File: config.mk
export PLATFORM = sky130hd
export DESIGN_NAME = acfb_regs
export DESIGN_NICKNAME = d
export VERILOG_FILES = /design/src/pkg/acfb_pkg.sv /design/src/logic/acfb_load_ptr.sv /design/src/logic/acfb_code_check.sv /design/src/logic/acfb_regs.sv
export SDC_FILE = /design/constraint.sdc
export NUM_CORES = 1
export LEC_CHECK = 0
export ABC_AREA = 1
export ABC_CLOCK_PERIOD_IN_PS = 2100
export BUFFER_PORTS_ARGS = -buffer_cell sky130_fd_sc_hd__buf_2
export CAP_MARGIN = 20
export CORE_ASPECT_RATIO = 0.75
export CORE_UTILIZATION = 59
export CTS_BUF_LIST = sky130_fd_sc_hd__clkbuf_4 sky130_fd_sc_hd__clkbuf_8
export DETAILED_ROUTE_END_ITERATION = 6
export PLACE_DENSITY_LB_ADDON = 0.1
export REMOVE_ABC_BUFFERS = 1
export SKIP_CTS_REPAIR_TIMING = 1
export SLEW_MARGIN = 30
export SYNTH_ARGS = -nofsm -noshare
export SYNTH_HDL_FRONTEND = slang
export SYNTH_SLANG_ARGS = --single-unit
File: constraint.sdc
create_clock -name clock_i -period 2.1 [get_ports clock_i]
set_input_delay 0.21 -clock clock_i [delete_from_list [all_inputs] [get_ports clock_i]]
set_output_delay 0.21 -clock clock_i [all_outputs]
set_load 0.05 [all_outputs]
File: src/pkg/acfb_pkg.sv
/*
  Package for the autoclass, foldback and program memory load register block.
  Holds command codes, field positions, reset values, timing counts and the
  carrier structs shared by the register block, its checker, the memory model and the bench.
  Assumes a 20 MHz system clock and an I2C command layer outside this block.
*/
package acfb_pkg;

  // ------------------------------------------------------------
  // Command codes
  // ------------------------------------------------------------
  localparam logic [7:0] CMD_VERSION   = 8'h41;
  localparam logic [7:0] CMD_AC_POWER1 = 8'h51;
  localparam logic [7:0] CMD_AC_POWER2 = 8'h52;
  localparam logic [7:0] CMD_AC_POWER3 = 8'h53;
  localparam logic [7:0] CMD_AC_POWER4 = 8'h54;
  localparam logic [7:0] CMD_ALT_CURVE = 8'h55;
  localparam logic [7:0] CMD_MEM_CTRL  = 8'h60;
  localparam logic [7:0] CMD_MEM_DATA  = 8'h61;
  localparam logic [7:0] CMD_START_LO  = 8'h62;
  localparam logic [7:0] CMD_START_HI  = 8'h63;

  // ------------------------------------------------------------
  // Control register field positions
  // ------------------------------------------------------------
  localparam int CTL_ACCESS_SEL = 7;
  localparam int CTL_CPU_HOLD   = 6;
  localparam int CTL_RESERVED   = 5;
  localparam int CTL_CHECK_EN   = 4;
  localparam int CTL_RUN_MEM    = 3;
  localparam int CTL_CHECK_SEL  = 2;
  localparam int CTL_DIR_READ   = 1;
  localparam int CTL_PTR_CLEAR  = 0;

  // ------------------------------------------------------------
  // Reset values and codes
  // ------------------------------------------------------------
  localparam logic [7:0]  RST_BYTE     = 8'h00;
  localparam logic [6:0]  RST_COUNT    = 7'h00;
  localparam logic [15:0] RST_ADDR     = 16'h0000;
  localparam logic [7:0]  VERSION_BAD  = 8'hFF;
  localparam logic [7:0]  VERSION_NONE = 8'h00;
  localparam int          COUNT_W      = 7;
  // Power step in milliwatts per count
  localparam int          POWER_STEP_MW = 500;

  // ------------------------------------------------------------
  // Timing
  // ------------------------------------------------------------
  localparam int CLK_HZ         = 20_000_000;
  localparam int CHECK_LIMIT_US = 1000;
  localparam int CHECK_CYCLES   = (CHECK_LIMIT_US * (CLK_HZ / 1_000_000));

  // ------------------------------------------------------------
  // Carriers
  // ------------------------------------------------------------
  typedef struct packed {
    logic       wr;
    logic       rd;
    logic [7:0] cmd;
    logic [7:0] wdata;
    logic       stop;
  } host_req_t;

  typedef struct packed {
    logic        wr;
    logic        rd;
    logic        check_bits;
    logic [15:0] addr;
    logic [7:0]  wdata;
  } mem_req_t;

endpackage : acfb_pkg

File: src/logic/acfb_load_ptr.sv
/*
  Load address pointer for the program memory data port.
  Assumes clear and step come from logic on the same clock.
*/
`timescale 1ns/10ps
`default_nettype none
module acfb_load_ptr #(
  parameter int ADDR_W = 16
) (
  // Clock and reset
  input  wire logic              clock_i,
  input  wire logic              sys_rst_i,
  // Control
  input  wire logic              clear_i,
  input  wire logic [ADDR_W-1:0] start_i,
  input  wire logic              step_i,
  // Pointer
  output logic      [ADDR_W-1:0] addr_o
);

  logic [ADDR_W-1:0] addr_q;
  logic [ADDR_W-1:0] addr_d;

  // Clear loads start address; each byte advances one
  assign addr_d = clear_i ? start_i
                : step_i  ? ADDR_W'(addr_q + ADDR_W'(1)) : addr_q;
  assign addr_o = addr_q;

  // Pointer register
  always_ff @(posedge clock_i) begin
    if (sys_rst_i) begin
      addr_q <= '0;
    end else begin
      addr_q <= addr_d;
    end
  end

endmodule : acfb_load_ptr
`default_nettype wire

File: src/logic/acfb_code_check.sv
/*
  Code check timer: after a run request, waits for the verdict of the
  code checker and forces failure if none arrives inside the limit.
  Assumes the verdict inputs come from logic on the same clock.
*/
`timescale 1ns/10ps
`default_nettype none
module acfb_code_check #(
  parameter int LIMIT = acfb_pkg::CHECK_CYCLES
) (
  // Clock and reset
  input  wire logic       clock_i,
  input  wire logic       sys_rst_i,
  // Start and verdict
  input  wire logic       start_i,
  input  wire logic       done_i,
  input  wire logic [7:0] version_i,
  // Result
  output logic            busy_o,
  output logic            result_o,
  output logic [7:0]      version_o
);

  logic        busy_q;
  logic        result_q;
  logic [7:0]  version_q;
  logic [31:0] cnt_q;
  logic        timeout;
  logic        finish;
  logic        bad;

  // A timeout, code FFh or code 00h means a bad image
  assign timeout = busy_q && (cnt_q == 32'(LIMIT - 1));
  assign finish  = busy_q && (done_i || timeout);
  assign bad     = timeout || (version_i == acfb_pkg::VERSION_BAD)
                || (version_i == acfb_pkg::VERSION_NONE);
  assign busy_o    = busy_q;
  assign result_o  = result_q;
  assign version_o = version_q;

  // Check sequencing, bounded to the limit
  always_ff @(posedge clock_i) begin
    if (sys_rst_i) begin
      busy_q    <= 1'b0;
      result_q  <= 1'b0;
      version_q <= 8'h00;
      cnt_q     <= '0;
    end else begin
      result_q <= finish;
      if (start_i) begin
        busy_q <= 1'b1;
        cnt_q  <= '0;
      end else if (finish) begin
        busy_q    <= 1'b0;
        version_q <= bad ? acfb_pkg::VERSION_BAD : version_i;
      end else if (busy_q) begin
        cnt_q <= cnt_q + 32'd1;
      end
    end
  end

endmodule : acfb_code_check
`default_nettype wire

File: src/logic/acfb_regs.sv
/*
  Command-addressed register block: autoclass power readback, alternate
  foldback curve enables, program memory load control with data port and
  start address, and the post-load code check status.
  Assumes an I2C slave front end that delivers one decoded byte request per
  cycle on the same clock, marks STOP, and only passes the lower address.
  Assumes program memory answers a read combinationally to the address on
  the registered memory request. That address trails a pointer step by one
  cycle, so data-port reads need one idle cycle between them.
  I2C delivers bytes far slower than that, so the spacing costs nothing
  and saves a read-ahead buffer.
  Assumes the measurement and verdict inputs come from logic on this clock,
  so they pass no synchroniser.
*/
`timescale 1ns/10ps
`default_nettype none

module acfb_regs #(
  parameter int CHANNELS     = 4,
  parameter int ADDR_W       = 16,
  parameter int CHECK_LIMIT  = acfb_pkg::CHECK_CYCLES
) (
  // Clock and reset
  input  wire logic                  clock_i,
  input  wire logic                  sys_rst_i,
  // Host register requests
  input  wire acfb_pkg::host_req_t   host_req_i,
  output logic [7:0]                 host_rdata_o,
  output logic                       host_rvalid_o,
  // Autoclass measurement results
  input  wire logic [CHANNELS-1:0]   meas_valid_i,
  input  wire logic [CHANNELS*7-1:0] meas_count_i,
  // Program memory port
  output acfb_pkg::mem_req_t         mem_req_o,
  input  wire logic [7:0]            mem_rdata_i,
  // Code check verdict
  input  wire logic                  check_done_i,
  input  wire logic [7:0]            check_version_i,
  // Block controls
  output logic [CHANNELS-1:0]        alt_operating_curve_en_o,
  output logic [CHANNELS-1:0]        alt_inrush_curve_en_o,
  output logic                       cpu_hold_o,
  output logic                       check_bits_verify_enable_o,
  output logic                       run_from_memory_o
);

  // ------------------------------------------------------------
  // State
  // ------------------------------------------------------------
  typedef enum logic [1:0] {
    LOAD_IDLE   = 2'b00,
    LOAD_STREAM = 2'b01,
    LOAD_CHECK  = 2'b10
  } load_state_t;

  // Load sequence
  load_state_t         state_q;
  load_state_t         state_d;

  // Host-visible registers
  logic [6:0]          count_q [CHANNELS];
  logic [7:0]          alt_q;
  logic [7:0]          ctl_q;
  logic [7:0]          ctl_d;
  logic [7:0]          start_lo_q;
  logic [7:0]          start_hi_q;

  // Answer and memory request stage
  logic [7:0]          rdata_q;
  logic [7:0]          rdata_d;
  logic                rvalid_q;
  acfb_pkg::mem_req_t  mem_q;
  acfb_pkg::mem_req_t  mem_d;
  logic                run_q;

  // ------------------------------------------------------------
  // Decode
  // ------------------------------------------------------------
  function automatic logic hit(input acfb_pkg::host_req_t r, input logic [7:0] c);
    hit = (r.cmd == c);
  endfunction : hit

  // Count read back; the unused top bit always reads low
  function automatic logic [7:0] count_byte(input logic [6:0] c);
    count_byte = {1'b0, c};
  endfunction : count_byte

  // Write strobes
  logic        wr_ctl;
  logic        wr_alt;
  logic        wr_lo;
  logic        wr_hi;

  // Data port qualifiers
  logic        data_wr;
  logic        data_rd;
  logic        access_en;
  logic        dir_read;
  logic        ptr_clear;
  logic [15:0] start_addr;
  logic [ADDR_W-1:0] ptr;

  // Code check handshake
  logic        run_rise;
  logic        chk_busy;
  logic        chk_result;
  logic [7:0]  version;

  assign wr_ctl     = host_req_i.wr && hit(host_req_i, acfb_pkg::CMD_MEM_CTRL);
  assign wr_alt     = host_req_i.wr && hit(host_req_i, acfb_pkg::CMD_ALT_CURVE);
  assign wr_lo      = host_req_i.wr && hit(host_req_i, acfb_pkg::CMD_START_LO);
  assign wr_hi      = host_req_i.wr && hit(host_req_i, acfb_pkg::CMD_START_HI);
  assign access_en  = ctl_q[acfb_pkg::CTL_ACCESS_SEL];
  assign dir_read   = ctl_q[acfb_pkg::CTL_DIR_READ];
  assign ptr_clear  = ctl_q[acfb_pkg::CTL_PTR_CLEAR];

  // ------------------------------------------------------------
  // Data port
  // ------------------------------------------------------------
  // Data port moves only when enabled, released and in the matching direction
  assign data_wr    = host_req_i.wr && hit(host_req_i, acfb_pkg::CMD_MEM_DATA)
                   && access_en && !ptr_clear && !dir_read;
  assign data_rd    = host_req_i.rd && hit(host_req_i, acfb_pkg::CMD_MEM_DATA)
                   && access_en && !ptr_clear && dir_read;
  assign start_addr = {start_hi_q, start_lo_q};
  // The code check starts on the rising run bit with access closed
  assign run_rise   = wr_ctl && host_req_i.wdata[acfb_pkg::CTL_RUN_MEM]
                   && !ctl_q[acfb_pkg::CTL_RUN_MEM]
                   && !host_req_i.wdata[acfb_pkg::CTL_ACCESS_SEL];

  // ------------------------------------------------------------
  // Helpers
  // ------------------------------------------------------------
  // Pointer follows the start address while clear is high, so address
  // writes made during the clear take effect without a second toggle
  acfb_load_ptr #(
    .ADDR_W (ADDR_W)
  ) u_ptr (
    .clock_i   (clock_i),
    .sys_rst_i (sys_rst_i),
    .clear_i   (ptr_clear),
    .start_i   (ADDR_W'(start_addr)),
    .step_i    (data_wr || data_rd),
    .addr_o    (ptr)
  );

  // Timer bounds the verdict wait; a silent checker ends as a bad image,
  // so a run bit raised with access closed can never stay set unchecked
  acfb_code_check #(
    .LIMIT (CHECK_LIMIT)
  ) u_check (
    .clock_i   (clock_i),
    .sys_rst_i (sys_rst_i),
    .start_i   (run_rise),
    .done_i    (check_done_i),
    .version_i (check_version_i),
    .busy_o    (chk_busy),
    .result_o  (chk_result),
    .version_o (version)
  );

  // ------------------------------------------------------------
  // Next values
  // ------------------------------------------------------------
  // Control write, and clearing of the run bit on a bad image
  always_comb begin
    ctl_d = ctl_q;
    if (wr_ctl) begin
      ctl_d = host_req_i.wdata;
    end
    // Applied last so the bad-image clear beats a host write in the same cycle
    if (chk_result && (version == acfb_pkg::VERSION_BAD)) begin
      ctl_d[acfb_pkg::CTL_RUN_MEM] = 1'b0;
    end
  end

  // ------------------------------------------------------------
  // Memory request
  // ------------------------------------------------------------
  // Memory request: one byte per data-port access
  always_comb begin
    mem_d            = '0;
    mem_d.wr         = data_wr;
    mem_d.rd         = data_rd;
    mem_d.check_bits = ctl_q[acfb_pkg::CTL_CHECK_SEL];
    mem_d.addr       = 16'(ptr);
    mem_d.wdata      = host_req_i.wdata;
  end

  // ------------------------------------------------------------
  // Read back
  // ------------------------------------------------------------
  // Read multiplexer; reserved bit seven of counts reads zero
  always_comb begin
    rdata_d = acfb_pkg::RST_BYTE;
    case (host_req_i.cmd)
      acfb_pkg::CMD_AC_POWER1: rdata_d = count_byte(count_q[0]);
      acfb_pkg::CMD_AC_POWER2: rdata_d = count_byte(count_q[1]);
      acfb_pkg::CMD_AC_POWER3: rdata_d = count_byte(count_q[2]);
      acfb_pkg::CMD_AC_POWER4: rdata_d = count_byte(count_q[3]);
      acfb_pkg::CMD_ALT_CURVE: rdata_d = alt_q;
      acfb_pkg::CMD_MEM_CTRL:  rdata_d = ctl_q;
      acfb_pkg::CMD_MEM_DATA:  rdata_d = data_rd ? mem_rdata_i : acfb_pkg::RST_BYTE;
      acfb_pkg::CMD_START_LO:  rdata_d = start_lo_q;
      acfb_pkg::CMD_START_HI:  rdata_d = start_hi_q;
      acfb_pkg::CMD_VERSION:   rdata_d = version;
      default:                 rdata_d = acfb_pkg::RST_BYTE;
    endcase
  end

  // ------------------------------------------------------------
  // Load sequence
  // ------------------------------------------------------------
  // Load sequence tracking; a STOP ends a streaming transfer
  always_comb begin
    state_d = state_q;
    case (state_q)
      LOAD_IDLE: begin
        if (data_wr || data_rd) begin
          state_d = LOAD_STREAM;
        end else if (run_rise) begin
          state_d = LOAD_CHECK;
        end
      end
      LOAD_STREAM: begin
        if (host_req_i.stop) begin
          state_d = LOAD_IDLE;
        end
      end
      LOAD_CHECK: begin
        if (!chk_busy && !run_rise) begin
          state_d = LOAD_IDLE;
        end
      end
      default: state_d = LOAD_IDLE;
    endcase
  end

  // ------------------------------------------------------------
  // Registers
  // ------------------------------------------------------------
  // Measured counts, each step half a watt, from peak average power
  always_ff @(posedge clock_i) begin
    if (sys_rst_i) begin
      for (int i = 0; i < CHANNELS; i++) begin
        count_q[i] <= acfb_pkg::RST_COUNT;
      end
    end else begin
      for (int i = 0; i < CHANNELS; i++) begin
        if (meas_valid_i[i]) begin
          count_q[i] <= meas_count_i[i*7 +: 7];
        end
      end
    end
  end

  // ------------------------------------------------------------
  // Host-writable registers
  // ------------------------------------------------------------
  // Host-writable registers; processor hold never clears them
  always_ff @(posedge clock_i) begin
    if (sys_rst_i) begin
      alt_q      <= acfb_pkg::RST_BYTE;
      ctl_q      <= acfb_pkg::RST_BYTE;
      start_lo_q <= acfb_pkg::RST_BYTE;
      start_hi_q <= acfb_pkg::RST_BYTE;
    end else begin
      ctl_q <= ctl_d;
      if (wr_alt) begin
        alt_q <= host_req_i.wdata;
      end
      if (wr_lo) begin
        start_lo_q <= host_req_i.wdata;
      end
      if (wr_hi) begin
        start_hi_q <= host_req_i.wdata;
      end
    end
  end

  // ------------------------------------------------------------
  // Answer stage
  // ------------------------------------------------------------
  // Host answers and memory strobes, one cycle after the request
  always_ff @(posedge clock_i) begin
    if (sys_rst_i) begin
      rdata_q  <= acfb_pkg::RST_BYTE;
      rvalid_q <= 1'b0;
      mem_q    <= '0;
      run_q    <= 1'b0;
      state_q  <= LOAD_IDLE;
    end else begin
      rdata_q  <= host_req_i.rd ? rdata_d : rdata_q;
      rvalid_q <= host_req_i.rd;
      mem_q    <= mem_d;
      run_q    <= ctl_d[acfb_pkg::CTL_RUN_MEM];
      state_q  <= state_d;
    end
  end

  // ------------------------------------------------------------
  // Outputs
  // ------------------------------------------------------------
  // Operating curve bits are upper nibble, inrush lower nibble
  assign alt_operating_curve_en_o   = alt_q[7:4];
  assign alt_inrush_curve_en_o      = alt_q[3:0];

  // Control bits leave as levels; processor hold touches no register here
  assign cpu_hold_o                 = ctl_q[acfb_pkg::CTL_CPU_HOLD];
  assign check_bits_verify_enable_o = ctl_q[acfb_pkg::CTL_CHECK_EN];
  assign run_from_memory_o          = run_q;

  // Host answer and memory request come straight from their stage flops
  assign host_rdata_o               = rdata_q;
  assign host_rvalid_o              = rvalid_q;
  assign mem_req_o                  = mem_q;

endmodule : acfb_regs
`default_nettype wire

# After elaboration in Yosys (flattened, before gate mapping)
# Memory sizes are Yosys's and may differ from the RTL's.
# Index checks and enable logic that the tools add are counted.
[word_totals]
register_bits = 126
ramBits = 28
inputBits = 70
out_inout_bits = 47
word_cells = 97
mem_count = 1
[classes]
n_addsub = 2
eq_ne = 13
n_mux = 25
bitwise = 6
n_reduce_logical = 33
[mem_list]
columns = ["memory", "words", "word_bits", "rd", "rd_clocked_by_memory_dff", "wr", "line_no", "text"]
rows = [
  ["count_q", 4, 7, 4, 0, 4, "acfb_regs.sv:61", "logic [6:0] count_q [CHANNELS];"],
]
[op_table]
columns = ["op", "n"]
rows = [
  ["$eq A8 B7 Y1 const B", 10],
  ["$pmux W8 S10", 1],
  ["$add A32 B1 Y32 const B", 1],
  ["$eq A32 B15 Y1 const B", 1],
  ["$mux W16", 2],
  ["$mux W7", 4],
  ["$logic_and A1 B1 Y1", 18],
  ["$add A16 B1 Y16 const B", 1],
  ["$eq A8 B8 Y1 const B", 2],
  ["$mux W1", 16],
  ["$mux W8", 2],
  ["$logic_not A8 Y1", 1],
  ["$logic_not A1 Y1", 4],
  ["$logic_or A1 B1 Y1", 4],
  ["$or A1 B1 Y1", 4],
  ["$reduce_and A2 Y1", 2],
  ["$reduce_bool A2 Y1", 2],
  ["$reduce_or A2 Y1", 2],
  ["$not A1 Y1", 2],
]

# Logic depth before layout (Yosys ltp)
[depth]
word_depth = 8
mapped_depth = 12
depth_no_buf = 11

# By module
# From an unflattened synthesis, not the netlist that was laid out.
[unflattened]
cells_unflattened = 1144
area_unflattened_um2 = 7975.1
[modules_own_cells]
columns = ["module", "instances", "cells_per_inst", "area_per_inst_um2", "seq_area_each_um2"]
rows = [
  ["acfb_regs", 1, 540, 4221.5, 2202.1],
  ["acfb_code_check", 1, 456, 2742.6, 840.8],
  ["acfb_load_ptr", 1, 148, 1011.0, 320.3],
]

# Least setup slack after synthesis
# No wires, ideal clock.
[synth_timing]
path_kind = "reg-to-reg"
startpoint = "register u_check.cnt_q[0]"
endpoint = "register u_check.cnt_q[13]"
setup_time_ns = 0.119
arrival_time_ns = 1.555
required_ns = 1.981
setup_slack_ns = 0.426
path_stages_with_launch = 12
n_path_buf = 1
synth_period_minus_slack_ns = 1.674
path_cell_list = "dfxtp_1 > ha_1 > nand2_1 > nor2_1 > nand2_1 > nor2_2 > nand2_2 > nand3_2 > inv_2 > buf_6 > nand2_1 > a21oi_2"
[synth_via]
elab_chain_len = 6
word_cells_on_any_way = 7
classes_between = "add/sub (1); eq/ne (1); bitwise (1); reduce/logical (4)"
[synth_lines]
columns = ["element", "line_no", "text"]
rows = [
  ["start, declared", "acfb_code_check.sv:27", "logic [31:0] cnt_q;"],
  ["start signal, assigned", "acfb_code_check.sv:57", "cnt_q <= cnt_q + 32'd1;"],
  ["branches (longest 6 deep; another with $add A32 B1 Y32)", "n/a", ""],
]
# Several ways; the timed one is not identified.
# A chain may end at the register's enable or synchronous reset.

# Final worst setup path
[layout_timing]
startpoint = "register u_check.cnt_q[1]"
endpoint = "register u_check.cnt_q[29]"
# Same word-level chain as after synthesis.

==> impl_metrics.py <==
metrics = {
    "worst_setup_path": {
        "worstPathArrival_ps": 2250,
        "reg2reg_depth": 10,
        "regToRegStartpoint": "u_check.cnt_q[1]",
        "path_class": "flip-flop to flip-flop",
        "cp-startpoint": "u_check.cnt_q[1]",
        "cp_max_fo": 18,
        "endpoint": "u_check.cnt_q[29]",
        "worst_ep_required_time_ps": 2480,
        "endpoint_kind": "flip-flop",
        "regToRegSetupSlack_ps": 230,
        "cpMaxStageDelayCell": "dfxtp_1",
        "cp_common_cell": "nand2_1",
        "path_cells": "ha_1, nand2_1, nor2_1, nand2_1, nor2_2, nand2_2, nand3_2, buf_4, nand2_1, a21oi_1",
        "max_stage_delay_ps": 390,
        "reg2reg_to": "u_check.cnt_q[29]",
        "startpoint_type": "flip-flop",
    },
    "synthesis": {
        "synth_enable_flop_cells": 28,
        "synth.distinct_cells": 38,
        "synthArstFlopShare_pct": 0,
        "synth_area_per_cell_sq_um": 6.998,
        "synth_ff_type": "dfxtp_1",
        "yosysWarnings": 0,
        "syn_inst": 1113,
        "synth_top_area_share_pct": 32.39,
        "yosysTopAreaCell": "dfxtp_1",
        "seq_area_frac_synth_pct": 43.18,
        "synth-seq-cells": 154,
        "synthTopCellsByArea": "dfxtp_1 32%, nand2_1 13%, edfxtp_1 11%",
        "synth_commonest_cells": "267 x nand2_1, 180 x nor2_1, 138 x inv_1, 126 x dfxtp_1, 80 x a21oi_1",
        "synth_most_common_cell": "nand2_1",
        "synthesis.area_sq_um": 7789,
    },
    "finish": {
        "final_area_sq_um": 8989,
        "final_core_util_pct": 71.52,
        "diodes": 0,
        "drive_above_1_share_pct": 16.73,
        "nets": 1308,
        "layout.cells.non_filler": 1415,
        "syn_to_final_growth_pct": 15.41,
    },
    "floorplan": {
        "core_area_sq_um": 12570,
        "die_w_um": 134.7,
        "io_pins": 117,
        "die_area_sq_um": 13670,
        "start_util_pct": 61.97,
        "rows": 35,
        "die_h_um": 101.5,
    },
    "placed_design": {
        "place_inst": 1383,
        "place_ws_ps": 146.6,
        "hpwl_um": 15980,
        "placed_area_sq_um": 8582,
        "io_buffers": 115,
        "gp_congestion": 0.9707,
    },
    "global_routing": {
        "grt-ovfl-total": 0,
        "grt_pass1_wl_um": 33530,
        "antenna_found_initial": 0,
        "grt_max_degree": 42,
        "grt_util_all_layers_pct": 31.90,
        "grt_pass1_vias": 6660,
    },
    "clock_tree": {
        "cts_buffer_depth": 2,
        "cts_tree": "done",
        "clock-root-buffer": "clkbuf_8",
        "clock_latency_ps": 460,
        "cts_buffers": 17,
        "h-tree-depth": 4,
        "path_clk_slew_ps": 100,
        "clock_sinks": 154,
    },
    "sta": {
        "finalMaxSlewViolations": 0,
        "rsz0062_at_grt": "false",
        "hold_violations": 0,
        "setup_viol": 0,
        "timing.final.ws_setup_ps": 227.6,
        "fmax_ghz": 0.5341,
        "max_slew_margin_pct": 70.55,
        "fin_setup_tns_ps": 0,
        "skew_ps": 22.94,
        "finalWorstPathRequiredPeriod_ps": 1872,
        "worst_slew_pin_slew_ps": 440.1,
        "fin_crit_sh_pct": 89.16,
        "hold-worst-slack_ps": 18.68,
    },
    "power_and_ir_drop": {
        "peakVddDrop_v": 0.0004277,
        "p_seq_share_pct": 53.5,
        "p_leak_nw": 3.910,
        "power_frac_comb_pct": 5.8,
        "total_power_mw": 5.757,
        "p_int_mw": 4.286,
        "p_clk_share_pct": 40.7,
        "power_density_nw_per_um2": 640.5,
        "p_sw_mw": 1.471,
        "p_sw_share_pct": 25.55,
    },
    "run_status": {
        "status": "completed",
    },
    "drt": {
        "routed_wl_um": 21080,
        "drtIter0Drc": 754,
        "drt-wirelength-per-cell_um": 14.90,
        "remaining_drc_errors": 0,
        "vias": 7594,
        "drt-pass1-iter-count": 5,
        "ant_nets": 0,
        "viasPerCell": 5.367,
    },
    "job": {
        "maxCapViolCount": 0,
    },
    "worst_hold_path": {
        "hold_path_class": "input pin to flip-flop",
    },
}
[layer usage]
| metal | global-route usage, % | wire length [um] | up-vias |
|---|---|---|---|
| met5 | 0 | 0 | - |
| met4 | 8.557 | 350 | 0 |
| met3 | 7.658 | 2018 | 35 |
| met2 | 44.96 | 8567 | 328 |
| met1 | 48.17 | 10140 | 3427 |
| li1 | - | - | 3804 |
[area by class of cell]
| class | instances | area [sq um] |
|---|---|---|
| Fill cell | 1082 | 3580 |
| Tap cell | 166 | 207.7 |
| Inverter | 145 | 548.0 |
| Sequential cell | 154 | 3363 |
| Timing Repair Buffer | 141 | 820.8 |
| Clock buffer | 19 | 249.0 |
| Multi-Input combinational cell | 777 | 3645 |
| Clock inverter | 13 | 155.1 |
[cells in the final DEF, fill, tap and decap left out, types with 4 or more instances in the layout]
cell type and instances:
xor2_1 20, nand3b_1 7, nand2_1 267, a21oi_1 80, dfxtp_1 126, o21ai_0 56
nor3_1 21, nor2_1 179, inv_1 138, nor2_4 5, buf_12 4, clkbuf_8 17
nand2_2 6, edfxtp_1 28, nor4_1 4, a21oi_2 5, nand4_1 25, or2_2 4
buf_2 115, buf_4 22, nand3_1 75
[power groups by stage]
stage / Sequential [mW] / Combinational, mW / Clock (mW)
2_1_floorplan: 3.18 / 0.120 / 0
3_3_place_gp: 3.15 / 0.322 / 0
3_5_place_dp: 3.15 / 0.327 / 0
4_1_cts: 3.08 / 0.328 / 2.36
5_1_grt: 3.09 / 0.363 / 2.48
6_report: 3.08 / 0.332 / 2.34
[sequential cells by signal (all words and copies together) (netlist names)]
name               cells
start_lo_q             8
mem_req_o             27
u_ptr.addr_o          16
ctl_q                  8
count_q               28
u_check.busy_o         1
u_check.result_o       1
alt_q                  8
u_check.version_o      8
u_check.cnt_q         32
host_rdata_o           8
start_hi_q             8
host_rvalid_o          1
[critical path, delay by kind of cell, from the launching register on]
| kind | cells | cell delay (ps) |
|---|---|---|
| AO/OA/AOI/OAI | 1 | 130 |
| flip-flops | 1 | 390 |
| buffers and inverters | 1 | 240 |
| adder cells (fa/ha/maj) | 1 | 190 |
| AND/OR/NAND/NOR | 7 | 850 |
[cells by family after synthesis]
kind of cell	after synthesis	share of synthesized area (%)
flip-flops	154	43.18
XOR/XNOR	23	2.586
adder cells (fa/ha/maj)	2	0.3212
buffers and inverters	182	10.06
multiplexers	1	0.1285
AND/OR/NAND/NOR	605	33.96
AO/OA/AOI/OAI	146	9.767
[how the worst min path moves through the flow]
| stage | start | end | slack (ps) | depth (start not counted) |
|---|---|---|---|---|
| CTS | host_req_i[3] | mem_req_o[2] | 5 | 3 |
| detailed placement | u_ptr.addr_o[1] | mem_req_o[9] | 450 | 2 |
| global placement | u_ptr.addr_o[1] | mem_req_o[9] | 450 | 2 |
| finish | host_req_i[3] | mem_req_o[2] | 20 | 3 |
| global route | host_req_i[3] | mem_req_o[2] | 20 | 3 |
| floorplan | sys_rst_i | ctl_q[7] | 280 | 1 |
Note: power is estimated with default switching activity, not from simulation.
